==> src/bscl_pkg.sv <==
// Shared constants and carrier types for the buck switch control logic
package bscl_pkg;

	// Peak trim register layout and neutral point of the scaling
	localparam int          TRIM_W       = 7;
	localparam int          DELTA_W      = 4;
	localparam int          THR_W        = 9;
	localparam int          RANGE_W      = 3;
	localparam int          OC_LIM_W     = 2;
	localparam int          OC_CNT_W     = 3;
	localparam logic [6:0]  TRIM_MID     = 7'h3f;
	// Scale numerator is 0.4 in units of one tenth, denominator 63 trim codes in the same units (630)
	localparam logic [3:0]  SCALE_NUM    = 4'h4;
	localparam logic [9:0]  SCALE_DEN    = 10'h276;
	localparam int          TARGET_W     = 24;
	localparam logic [2:0]  OC_CNT_RST   = 3'h0;
	localparam logic [2:0]  RANGE_RST    = 3'h0;
	localparam logic [8:0]  THR_RST      = 9'h000;

	// Comparator inputs that belong to one channel
	typedef struct packed {
		logic zero_cross;
		logic hs_gate_at_vt;
		logic overdrive;
		logic ls_gate_low;
		logic peak_over_limit;
	} bscl_cmp_s;

	// Static configuration of the low side driver
	typedef struct packed {
		logic low_side_drive_enable;
		logic reverse_current_allow;
		logic low_output_sync_enable;
		logic discontinuous;
	} bscl_ls_cfg_s;

	// Sign extension of a per-range delta to the trim width
	function automatic logic [6:0] bscl_sext(input logic [3:0] d);
		bscl_sext = {{3{d[3]}}, d};
	endfunction : bscl_sext

endpackage : bscl_pkg

==> src/bscl_channel.sv <==
// One buck channel: trim, peak scaling, over-current and switch control
// Function
// - Reset loads hot trim base into trim
// - Deltas are signed four-bit, sign-extended
// - Peak target scaled by trim ratio
// - Low output: zero cross ends off time
// - Zero cross decides low side on/off
// - High-side gate comparator permits low side
// - Continuous mode: first event turns on
// - Over-current periods counted to limit plus one
// - Counter cleared on disable and dimming
// - Channel held off until the period start after the flag read
// - Overdrive forces high side on
// - Reverse control, discontinuous mode only: zero cross turns off
// - Reverse allowed: stay on till off end
// - Low output, sync off: driver off
// - Low output, sync on: normal operation
// - Drive disabled holds pre-driver low
// - Low-side gate-low comparator output provided
// - Range applied after threshold update
`timescale 1ns/10ps
`default_nettype none
module bscl_channel
	import bscl_pkg::*;
(
	// Clock and reset
	input  wire logic                ref_clk,
	input  wire logic                sys_rst,
	// Factory constants
	input  wire logic [TRIM_W-1:0]   hot_trim_base,
	input  wire logic [DELTA_W-1:0]  range_trim_delta,
	// Software trim write
	input  wire logic                trim_wr,
	input  wire logic [TRIM_W-1:0]   trim_wdata,
	// Current setting
	input  wire logic                thr_wr,
	input  wire logic [THR_W-1:0]    thr_wdata,
	input  wire logic                range_wr,
	input  wire logic [RANGE_W-1:0]  range_wdata,
	input  wire logic [15:0]         range_base,
	input  wire logic [7:0]          range_step,
	// Channel control
	input  wire logic                channel_enable,
	input  wire logic                dim_cycle,
	input  wire logic                period_start,
	input  wire logic                off_phase,
	input  wire logic                off_time_done,
	input  wire logic [OC_LIM_W-1:0] overcurrent_count_limit,
	input  wire logic                flag_read,
	// Analog status
	input  wire logic                low_output_indication,
	input  wire bscl_cmp_s           cmp,
	input  wire bscl_ls_cfg_s        ls_cfg,
	// Results
	output logic [TRIM_W-1:0]        peak_trim_value,
	output logic [DELTA_W+TRIM_W-5:0] delta_ext,
	output logic [THR_W-1:0]         peak_threshold_code,
	output logic [RANGE_W-1:0]       current_range_select,
	output logic [TARGET_W-1:0]      peak_target,
	output logic                     overcurrent_flag,
	output logic                     hs_on,
	output logic                     ls_drive,
	output logic                     ls_gate_low,
	output logic                     off_end
);
	// Registers
	logic [TRIM_W-1:0]   trim_ff;
	logic [THR_W-1:0]    thr_ff;
	logic [RANGE_W-1:0]  range_ff;
	logic [RANGE_W-1:0]  range_pend_ff;
	logic                pend_ff;
	logic [OC_CNT_W-1:0] oc_cnt_ff;
	logic                flag_ff;
	logic                hold_ff;
	logic                rel_ff;
	logic                hs_ff;
	logic                ls_ff;
	logic                glow_ff;
	logic                oend_ff;
	logic                load_ff;
	logic [6:0]          dext_ff;
	// Next values and decodes
	wire logic [OC_CNT_W-1:0] nxt_oc_cnt;
	wire logic [OC_CNT_W-1:0] oc_goal_w;
	wire logic                oc_hit_w;
	wire logic                ls_req_w;
	wire logic                zc_end_w;

	// Trim: reset arms a load of the factory base on the next edge
	always_ff @(posedge ref_clk)
	begin
		if (sys_rst)
			load_ff <= 1'b1;
		else
			load_ff <= 1'b0;
	end

	always_ff @(posedge ref_clk)
	begin
		if (sys_rst)
			trim_ff <= '0;
		else if (load_ff)
			trim_ff <= hot_trim_base;
		else if (trim_wr)
			trim_ff <= trim_wdata;
	end

	// Sign-extended delta offered to software for its sums
	always_ff @(posedge ref_clk)
	begin
		if (sys_rst)
			dext_ff <= '0;
		else
			dext_ff <= bscl_sext(range_trim_delta);
	end

	// Range change waits until a threshold write has landed
	always_ff @(posedge ref_clk)
	begin
		if (sys_rst)
		begin
			thr_ff        <= THR_RST;
			range_ff      <= RANGE_RST;
			range_pend_ff <= RANGE_RST;
			pend_ff       <= 1'b0;
		end
		else
		begin
			if (thr_wr)
				thr_ff <= thr_wdata;
			if (range_wr)
				range_pend_ff <= range_wdata;
			if (range_wr)
				pend_ff <= 1'b1;
			else if (thr_wr)
				pend_ff <= 1'b0;
			if (pend_ff && thr_wr)
				range_ff <= range_pend_ff;
		end
	end

	// Peak target from base, step, threshold and trim
	bscl_peak_scale u_scale (
		.ref_clk             (ref_clk),
		.sys_rst             (sys_rst),
		.range_base          (range_base),
		.range_step          (range_step),
		.peak_threshold_code (thr_ff),
		.peak_trim_value     (trim_ff),
		.peak_target         (peak_target)
	);

	// Over-current counter saturates at limit plus one
	assign oc_goal_w  = OC_CNT_W'(overcurrent_count_limit) + 3'h1;
	assign oc_hit_w   = (oc_cnt_ff == oc_goal_w);
	assign nxt_oc_cnt = (period_start && cmp.peak_over_limit && !oc_hit_w)
		? oc_cnt_ff + 3'h1 : oc_cnt_ff;

	always_ff @(posedge ref_clk)
	begin
		if (sys_rst || !channel_enable || dim_cycle)
			oc_cnt_ff <= OC_CNT_RST;
		else if (rel_ff && period_start)
			oc_cnt_ff <= OC_CNT_RST;
		else
			oc_cnt_ff <= nxt_oc_cnt;
	end

	// Flag: a new hit wins over the read that clears it
	always_ff @(posedge ref_clk)
	begin
		if (sys_rst)
		begin
			flag_ff <= 1'b0;
			hold_ff <= 1'b0;
			rel_ff  <= 1'b0;
		end
		else
		begin
			if (oc_hit_w && !hold_ff)
				flag_ff <= 1'b1;
			else if (flag_read)
				flag_ff <= 1'b0;
			if (oc_hit_w && !hold_ff)
				hold_ff <= 1'b1;
			else if (rel_ff && period_start)
				hold_ff <= 1'b0;
			if (hold_ff && flag_read && flag_ff)
				rel_ff <= 1'b1;
			else if (period_start)
				rel_ff <= 1'b0;
		end
	end

	// Low side decision
	bscl_ls_predrv u_ls (
		.ref_clk               (ref_clk),
		.sys_rst               (sys_rst),
		.off_phase             (off_phase & channel_enable & ~hold_ff),
		.low_output_indication (low_output_indication),
		.cmp                   (cmp),
		.cfg                   (ls_cfg),
		.ls_on                 (ls_req_w)
	);

	// Low output: off time terminated by zero cross
	assign zc_end_w = low_output_indication & off_phase & cmp.zero_cross;

	// Output stage registers
	always_ff @(posedge ref_clk)
	begin
		if (sys_rst)
		begin
			hs_ff   <= 1'b0;
			ls_ff   <= 1'b0;
			glow_ff <= 1'b1;
			oend_ff <= 1'b0;
		end
		else
		begin
			hs_ff   <= cmp.overdrive | (channel_enable & ~hold_ff & ~off_phase);
			ls_ff   <= ls_req_w & ~cmp.overdrive & ~off_time_done;
			glow_ff <= cmp.ls_gate_low;
			oend_ff <= zc_end_w | off_time_done;
		end
	end

	assign peak_trim_value      = trim_ff;
	assign delta_ext            = dext_ff;
	assign peak_threshold_code  = thr_ff;
	assign current_range_select = range_ff;
	assign overcurrent_flag     = flag_ff;
	assign hs_on                = hs_ff;
	assign ls_drive             = ls_ff;
	assign ls_gate_low          = glow_ff;
	assign off_end              = oend_ff;
endmodule : bscl_channel
`default_nettype wire

==> src/bscl_ls_predrv.sv <==
// Low side pre-driver decision logic
`timescale 1ns/10ps
`default_nettype none
module bscl_ls_predrv
	import bscl_pkg::*;
(
	// Clock and reset
	input  wire logic         ref_clk,
	input  wire logic         sys_rst,
	// Phase and status
	input  wire logic         off_phase,
	input  wire logic         low_output_indication,
	input  wire bscl_cmp_s    cmp,
	input  wire bscl_ls_cfg_s cfg,
	// Gate request
	output logic              ls_on
);
	// Blocked marks a zero-cross turn-off in discontinuous mode this off time
	logic                     on_ff;
	logic                     blk_ff;
	wire logic                allowed_w;
	wire logic                start_w;
	wire logic                zc_off_w;

	// Low output voltage disables the driver unless sync is enabled
	assign allowed_w = cfg.low_side_drive_enable
		& (~low_output_indication | cfg.low_output_sync_enable);
	// First of zero cross or high-side gate event turns on
	assign start_w   = off_phase & (cmp.zero_cross | cmp.hs_gate_at_vt);
	// Reverse current blocking only in discontinuous mode with control active
	assign zc_off_w  = cfg.discontinuous & ~cfg.reverse_current_allow
		& cmp.zero_cross & on_ff;

	always_ff @(posedge ref_clk)
	begin
		if (sys_rst)
		begin
			on_ff  <= 1'b0;
			blk_ff <= 1'b0;
		end
		else
		begin
			blk_ff <= off_phase & (blk_ff | zc_off_w);
			if (!allowed_w || !off_phase || zc_off_w || blk_ff)
				on_ff <= 1'b0;
			else if (start_w)
				on_ff <= 1'b1;
		end
	end

	// Gated combinationally so a disable acts at once
	assign ls_on = on_ff & allowed_w;
endmodule : bscl_ls_predrv
`default_nettype wire

==> src/bscl_peak_scale.sv <==
// Peak current target scaling by the trim register
`timescale 1ns/10ps
`default_nettype none
module bscl_peak_scale
	import bscl_pkg::*;
(
	// Clock and reset
	input  wire logic                ref_clk,
	input  wire logic                sys_rst,
	// Inputs
	input  wire logic [15:0]         range_base,
	input  wire logic [7:0]          range_step,
	input  wire logic [THR_W-1:0]    peak_threshold_code,
	input  wire logic [TRIM_W-1:0]   peak_trim_value,
	// Scaled target
	output logic      [TARGET_W-1:0] peak_target
);
	// Unscaled target and trim offset against the neutral code
	wire logic [TARGET_W-1:0]        raw_w;
	wire logic signed [8:0]          off_w;
	wire logic signed [47:0]         num_w;
	wire logic signed [47:0]         res_w;
	logic      [TARGET_W-1:0]        target_ff;

	// Both factors widened first so the product is never cut to the operand width
	assign raw_w = TARGET_W'(range_base) + TARGET_W'(range_step) * TARGET_W'(peak_threshold_code);
	assign off_w = $signed({2'h0, peak_trim_value}) - $signed({2'h0, TRIM_MID});
	// target * (1 + 0.4*(trim-63)/63) = target*(630 + 4*off)/630
	assign num_w = $signed({24'h0, raw_w}) * ($signed(48'(SCALE_DEN))
		+ $signed(48'(SCALE_NUM)) * 48'(off_w));
	assign res_w = num_w / $signed(48'(SCALE_DEN));

	// Registered so the divider path is not on the output
	always_ff @(posedge ref_clk)
	begin
		if (sys_rst)
			target_ff <= '0;
		else
			target_ff <= res_w[TARGET_W-1:0];
	end

	assign peak_target = target_ff;
endmodule : bscl_peak_scale
`default_nettype wire

==> config.mk <==
export PLATFORM = sky130hd
export DESIGN_NAME = bscl_channel
export DESIGN_NICKNAME = d
export VERILOG_FILES = /design/src/bscl_pkg.sv /design/src/bscl_channel.sv /design/src/bscl_ls_predrv.sv /design/src/bscl_peak_scale.sv
export SDC_FILE = /design/constraint.sdc
export NUM_CORES = 1
export LEC_CHECK = 0
export BUFFER_PORTS_ARGS = -buffer_cell sky130_fd_sc_hd__buf_2
export CORE_MARGIN = 2
export CORE_UTILIZATION = 65
export CTS_CLUSTER_DIAMETER = 30
export CTS_CLUSTER_SIZE = 12
export DETAILED_ROUTE_END_ITERATION = 10
export GPL_TIMING_DRIVEN = 0
export PLACE_DENSITY = 0.85
export SYNTH_ARGS = -nofsm -noshare
export SYNTH_HDL_FRONTEND = slang
export SYNTH_SLANG_ARGS = --single-unit
==> constraint.sdc <==
create_clock -name ref_clk -period 70 [get_ports ref_clk]
set_clock_uncertainty 0.05 [all_clocks]
set_input_delay 7 -clock ref_clk [delete_from_list [all_inputs] [get_ports ref_clk]]
set_output_delay 7 -clock ref_clk [all_outputs]
set_load 0.05 [all_outputs]
==> results.yml, run 1 <==
clock_network:
  insertion_delay_ns: 0.37
  cts-resized-gates: 0
  tritoncts: "built"
  htreeDepth: 3
  postCtsSetupBuffers: 0
  clock-sinks: 62
  clkTransAtPathRegs_ns: 0.06
  clock_path_buffers: 2
  cts_root_buf: "clkbuf_16"
  cts-buffers-inserted: 9
  holdBufCountCts: 0
synth:
  yosysSeqAreaShare: 0.0597
  synth_warnings: 0
  synthCells: 2720
  synthDistinctLibCells: 130
  synth_edf_count: 0
  yosys_most_used_dff: "dfxtp_1"
  yosys_register_bits: 62
  async_flop_share: 0
  avgSynthCellArea_um2: 7.65
  synth_area_um2: 20800
global_route:
  grt_pass1_wl_um: 97500
  track_usage: 0.348
  grt_pass1_vias: 20400
  grt_max_degree: 14
  antenna_found_initial: 0
  grt_overflow_total: 0
die:
  chipWidth_um: 183
  initial_core_util: 0.659
  die_h_um: 183
  io_pins: 132
  core_area_um2: 31600
  row_count: 65
  dieArea_um2: 33400
min_path:
  hold_path_depth: 2
  hp-class: "reg -> reg"
  hp-start: "current_range_select[0]"
  min_to: "current_range_select[0]"
route:
  first_iter_violations: 1985
  wire_per_inst_um: 17.8
  postRouteWirelength_um: 58300
  dr.pass1.iters: 8
  vias_per_cell: 6.54
  vias: 21400
  drcViolationCount: 0
  ant_nets: 0
worst_setup_path:
  r2r-start: "peak_threshold_code[4]"
  startpoint_type: "input pin"
  r2r_end: "u_scale.peak_target[1]"
  crit_type: "in -> reg"
  crit_required_ns: 70.22
  worstSetupEndpointType: "flop"
  crit_top_cell: "fa_1"
  rrSetupSlack_ns: 38.35
  crit_slowest_cell: "xor2_1"
  r2r_cells: 100
  path_max_fanout: 10
  arrival_ns: 38.19
  critPathMaxStageDelay_ns: 0.74
final_layout:
  area_growth_pct: 6.95
  drive_gt1_frac: 0.111
  nNetsFinal: 3278
  num_antenna_cells: 0
  final_cell_area_um2: 22200
timing:
  slew_viol_final: 0
  period_needed_ns: 37.97
  hold_viol: 0
  finalSetupTns_ns: 0
  worst_pin_slew_ns: 1.22
  rsz0062_at_grt: "no"
  relSlewSlack: 0.183
  period_share: 0.542
  fmax_mhz: 26.3
  final-setup-viol-count: 0
placed_design:
  io_buffer_count: 127
  place_hpwl_um: 46900
  dpl_cell_area_um2: 21900
  gp_congestion: 0.932
job:
  max-cap-violations: 0
outcome:
  outcome: "completed"
synth_stat cells, drive strengths merged (44+ instances only):
master | instances | area share
mux2i | 60 | 0.029
xor2 | 48 | 0.021
dfxtp | 62 | 0.060
nor3 | 63 | 0.017
nor2 | 317 | 0.057
nand2 | 249 | 0.045
ha | 156 | 0.094
o21ai | 106 | 0.027
nand3 | 63 | 0.015
fa | 186 | 0.18
buf | 44 | 0.012
a21oi | 164 | 0.042
clkbuf | 49 | 0.0088
and2 | 77 | 0.023
inv | 292 | 0.053
xnor2 | 107 | 0.046
registers in the layout, summed over array words and instances (netlist names):
name                  flops
hold_ff                   1
rel_ff                    1
range_pend_ff             3
peak_threshold_code       9
ls_drive                  1
load_ff                   1
off_end                   1
delta_ext                 4
u_ls.on_ff                1
ls_gate_low               1
current_range_select      3
overcurrent_flag          1
u_ls.blk_ff               1
u_scale.peak_target      22
pend_ff                   1
oc_cnt_ff                 3
peak_trim_value           7
hs_on                     1
logic make-up (layout without fill, tap and decap cells):
group,Yosys count,after routing,share of synthesized area
AO/OA/AOI/OAI,720,720,0.257
XOR/XNOR,155,155,0.0667
adder cells (fa/ha/maj),349,349,0.276
buffers and inverters,386,529,0.0739
flip-flops,62,62,0.0597
multiplexers,83,83,0.0431
other,1,2,0.000180
AND/OR/NAND/NOR,964,964,0.223
cell usage in the layout (no fill, tap or decap), types with 12 or more instances in the layout:
cell type,instances
a211oi_1,32
a21o_1,34
a21oi_1,158
a221oi_1,14
a311oi_1,12
a31oi_1,31
and2_1,75
and3_1,15
buf_2,152
buf_4,15
clkbuf_1,49
dfxtp_1,62
fa_1,186
ha_1,156
inv_1,292
mux2_2,17
mux2i_1,57
nand2_1,247
nand2b_1,25
nand3_1,62
nand4_1,19
nor2_1,315
nor2b_1,14
nor3_1,58
nor4_1,18
o2111ai_1,15
o211a_1,13
o211ai_1,31
o21a_1,27
o21ai_0,67
o21ai_1,33
o21bai_1,21
o22ai_1,16
o31ai_1,22
or2_2,23
or3_1,24
xnor2_1,105
xor2_1,46
worst max-delay path: cells and delay by family:
| family | cells | cell delay (ns) |
|---|---|---|
| AOI/OAI and AO/OA | 51 | 15.06 |
| and+or+nand+nor | 17 | 4.64 |
| adders and majority gates | 12 | 5.59 |
| buffers and inverters | 11 | 1.74 |
| xor gates and xnor gates | 5 | 2.32 |
| muxes | 5 | 1.81 |
metrics by stage:
| step | hold WS [ns] | cells | utilization | worst slack [ns] |
|---|---|---|---|---|
| 6_report | 0.418 | 3266 | 0.705 | 32.03 |
| 5_1_grt | 0.434 | 3266 | 0.705 | 29.78 |
| 4_1_cts | 0.413 | 3266 | 0.705 | 32.76 |
| 3_5_place_dp | 0.405 | 3250 | 0.695 | 32.49 |
| 3_3_place_gp | 0.397 | 3250 | 0.695 | 33.31 |
| 2_1_floorplan | 0.389 | 2721 | - | 37.49 |
worst max-delay path by stage:
stage                        startpoint                endpoint  slack, ns  depth (start not counted)
after floorplan           range_step[1]  u_scale.peak_target[1]      37.49                        100
after global placement    range_step[1]  u_scale.peak_target[1]      33.31                        101
after detailed placement  range_step[1]  u_scale.peak_target[1]      32.49                        101
after CTS                 range_step[1]  u_scale.peak_target[1]      32.76                        101
after global routing      range_step[1]  u_scale.peak_target[1]      29.78                        103
final                     range_step[1]  u_scale.peak_target[1]      32.03                        101
cell type report:
class	count	area, µm²
tap	402	503
inverter	293	1100
multi-input combinational	2273	18000
clock inverter	7	78.8
fill	2590	9310
buffer	93	437
timing repair buffer	127	636
clock buffer	9	225
sequential	62	1240
routing by layer:
layer / up-vias / wire length [µm] / track usage
li1: 9932 / - / -
met1: 10300 / 24200 / 0.464
met2: 999 / 27900 / 0.584
met3: 116 / 4720 / 0.0486
met4: 0 / 1450 / 0.116
met5: - / 0 / 0
Power of run 1 is not shown: default switching activity piles up to over one toggle a cycle in this logic, so the estimate is an artifact.
==> run 2, diff against run 1 <==
Settings changed: CORE_UTILIZATION 65 to 58, PLACE_DENSITY 0.85 to 0.8.
Clock period 70 ns to 30.5 ns, I/O delays scaled along.
==> results.yml, run 2 (same netlist as run 1, synthesis figures left out) <==
final_layout:
  largest_reg_flops: 22
  fill_cells: 2591
  layout_commonest_cell: "nor2_1"
  final_cells: 3465
  mostFrequentLayoutCells: "299 x nor2_1, 292 x inv_1, 240 x nand2_1"
  num_antenna_cells: 0
  nNetsFinal: 3418
  seqCellArea_um2: 1240
  final_cell_area_um2: 25500
  drive_gt1_frac: 0.236
  multi_input_area_um2: 20100
  area_growth_pct: 22.8
timing:
  period_share: 0.990
  final-setup-viol-count: 0
  period_needed_ns: 30.19
  fmax_mhz: 33.1
  worst_pin_slew_ns: 1.21
  hold_viol: 0
  slew_viol_final: 0
  relSlewSlack: 0.195
min_path:
  min_to: "current_range_select[0]"
  hp-class: "reg -> reg"
  hold_path_depth: 2
  hp-start: "current_range_select[0]"
clock_network:
  clock_path_buffers: 2
  tritoncts: "built"
  cts-buffers-inserted: 9
  htreeDepth: 3
  holdBufCountCts: 0
  clkTransAtPathRegs_ns: 0.07
  clock-sinks: 62
  cts_root_buf: "clkbuf_16"
  insertion_delay_ns: 0.37
route:
  wire_per_inst_um: 18.8
  vias_per_cell: 6.49
  ant_nets: 0
  drcViolationCount: 0
  vias: 22500
  postRouteWirelength_um: 65200
  first_iter_violations: 2368
  dr.pass1.iters: 8
die:
  core_area_um2: 35500
  chipWidth_um: 193
  initial_core_util: 0.586
  io_pins: 132
  row_count: 69
  dieArea_um2: 37400
  die_h_um: 193
worst_setup_path:
  crit_slowest_cell: "fa_1"
  arrival_ns: 30.41
  crit_required_ns: 30.72
  path_max_fanout: 10
  worstSetupEndpointType: "flop"
  crit_type: "in -> reg"
  crit_top_cell: "fa_1"
  rrSetupSlack_ns: 2.67
  r2r_end: "u_scale.peak_target[1]"
  startpoint_type: "input pin"
  r2r-start: "peak_threshold_code[2]"
  critPathMaxStageDelay_ns: 0.57
  r2r_cells: 104
global_route:
  antenna_found_initial: 0
  track_usage: 0.307
  grt_max_degree: 14
  grt_overflow_total: 0
  grt_pass1_wl_um: 97800
  grt_pass1_vias: 20500
outcome:
  outcome: "completed"
placed_design:
  io_buffer_count: 127
  dpl_cell_area_um2: 22000
  place_hpwl_um: 46500
  dpl.cell_count: 3309
  gp_congestion: 0.950
job:
  max-cap-violations: 0
==> run 2: layer usage <==
layer	share of wire	GRT usage
met1	0.40	0.416
met2	0.48	0.514
met3	0.078	0.0328
met4	0.036	0.0984
met5	0	0
==> run 2: cell type report <==
| type | instances | area share |
|---|---|---|
| clock inverters | 7 | 0.00313 |
| multi-input cells | 2273 | 0.788 |
| inverters | 293 | 0.0431 |
| repair buffers | 268 | 0.0670 |
| flip-flops and latches | 62 | 0.0486 |
| plain buffers | 92 | 0.0192 |
| clock buffers | 9 | 0.00882 |
| well taps | 461 | 0.0226 |
==> run 2: how the worst max path moves through the flow <==
stage                  start                endpoint  slack [ns]  depth (start not counted)
6_report       range_step[1]  u_scale.peak_target[1]        0.31                        107
5_1_grt        range_step[1]  u_scale.peak_target[1]       -0.67                        107
4_1_cts        range_step[1]  u_scale.peak_target[1]       0.003                        104
3_5_place_dp   range_step[1]  u_scale.peak_target[1]       -2.87                        103
3_3_place_gp   range_step[1]  u_scale.peak_target[1]       -2.27                        102
2_1_floorplan  range_step[1]  u_scale.peak_target[1]        1.94                        100
==> run 2: critical path, delay by kind of cell <==
family / cells / cell delay [ns]
xor+xnor: 3 / 0.67
simple gates: 24 / 6.63
fa+ha+maj: 12 / 5.48
mux: 2 / 0.74
compound gates: 47 / 11.34
buf+inv: 19 / 2.43
==> run 2: per-stage QoR <==
step | utilization | TNS (ns) | worst slack (ns) | hold WS (ns)
6_report | 0.720 | 0 | 0.309 | 0.417
5_1_grt | 0.720 | -1.28 | -0.667 | 0.435
4_1_cts | 0.653 | 0 | 0.00314 | 0.415
3_5_place_dp | 0.621 | -8.74 | -2.87 | 0.404
3_3_place_gp | 0.621 | -6.28 | -2.27 | 0.400
2_1_floorplan | - | 0 | 1.94 | 0.389
==> run 2: what timing repair did <==
action / 4_1_cts / 5_1_grt
setup buffers: 35 / 105
setup endpoints to repair: 4 / 4
cloned: 0 / 1
pin swaps: 33 / 109
resized for setup: 103 / 310
Power of run 2 is left out for the same reason.
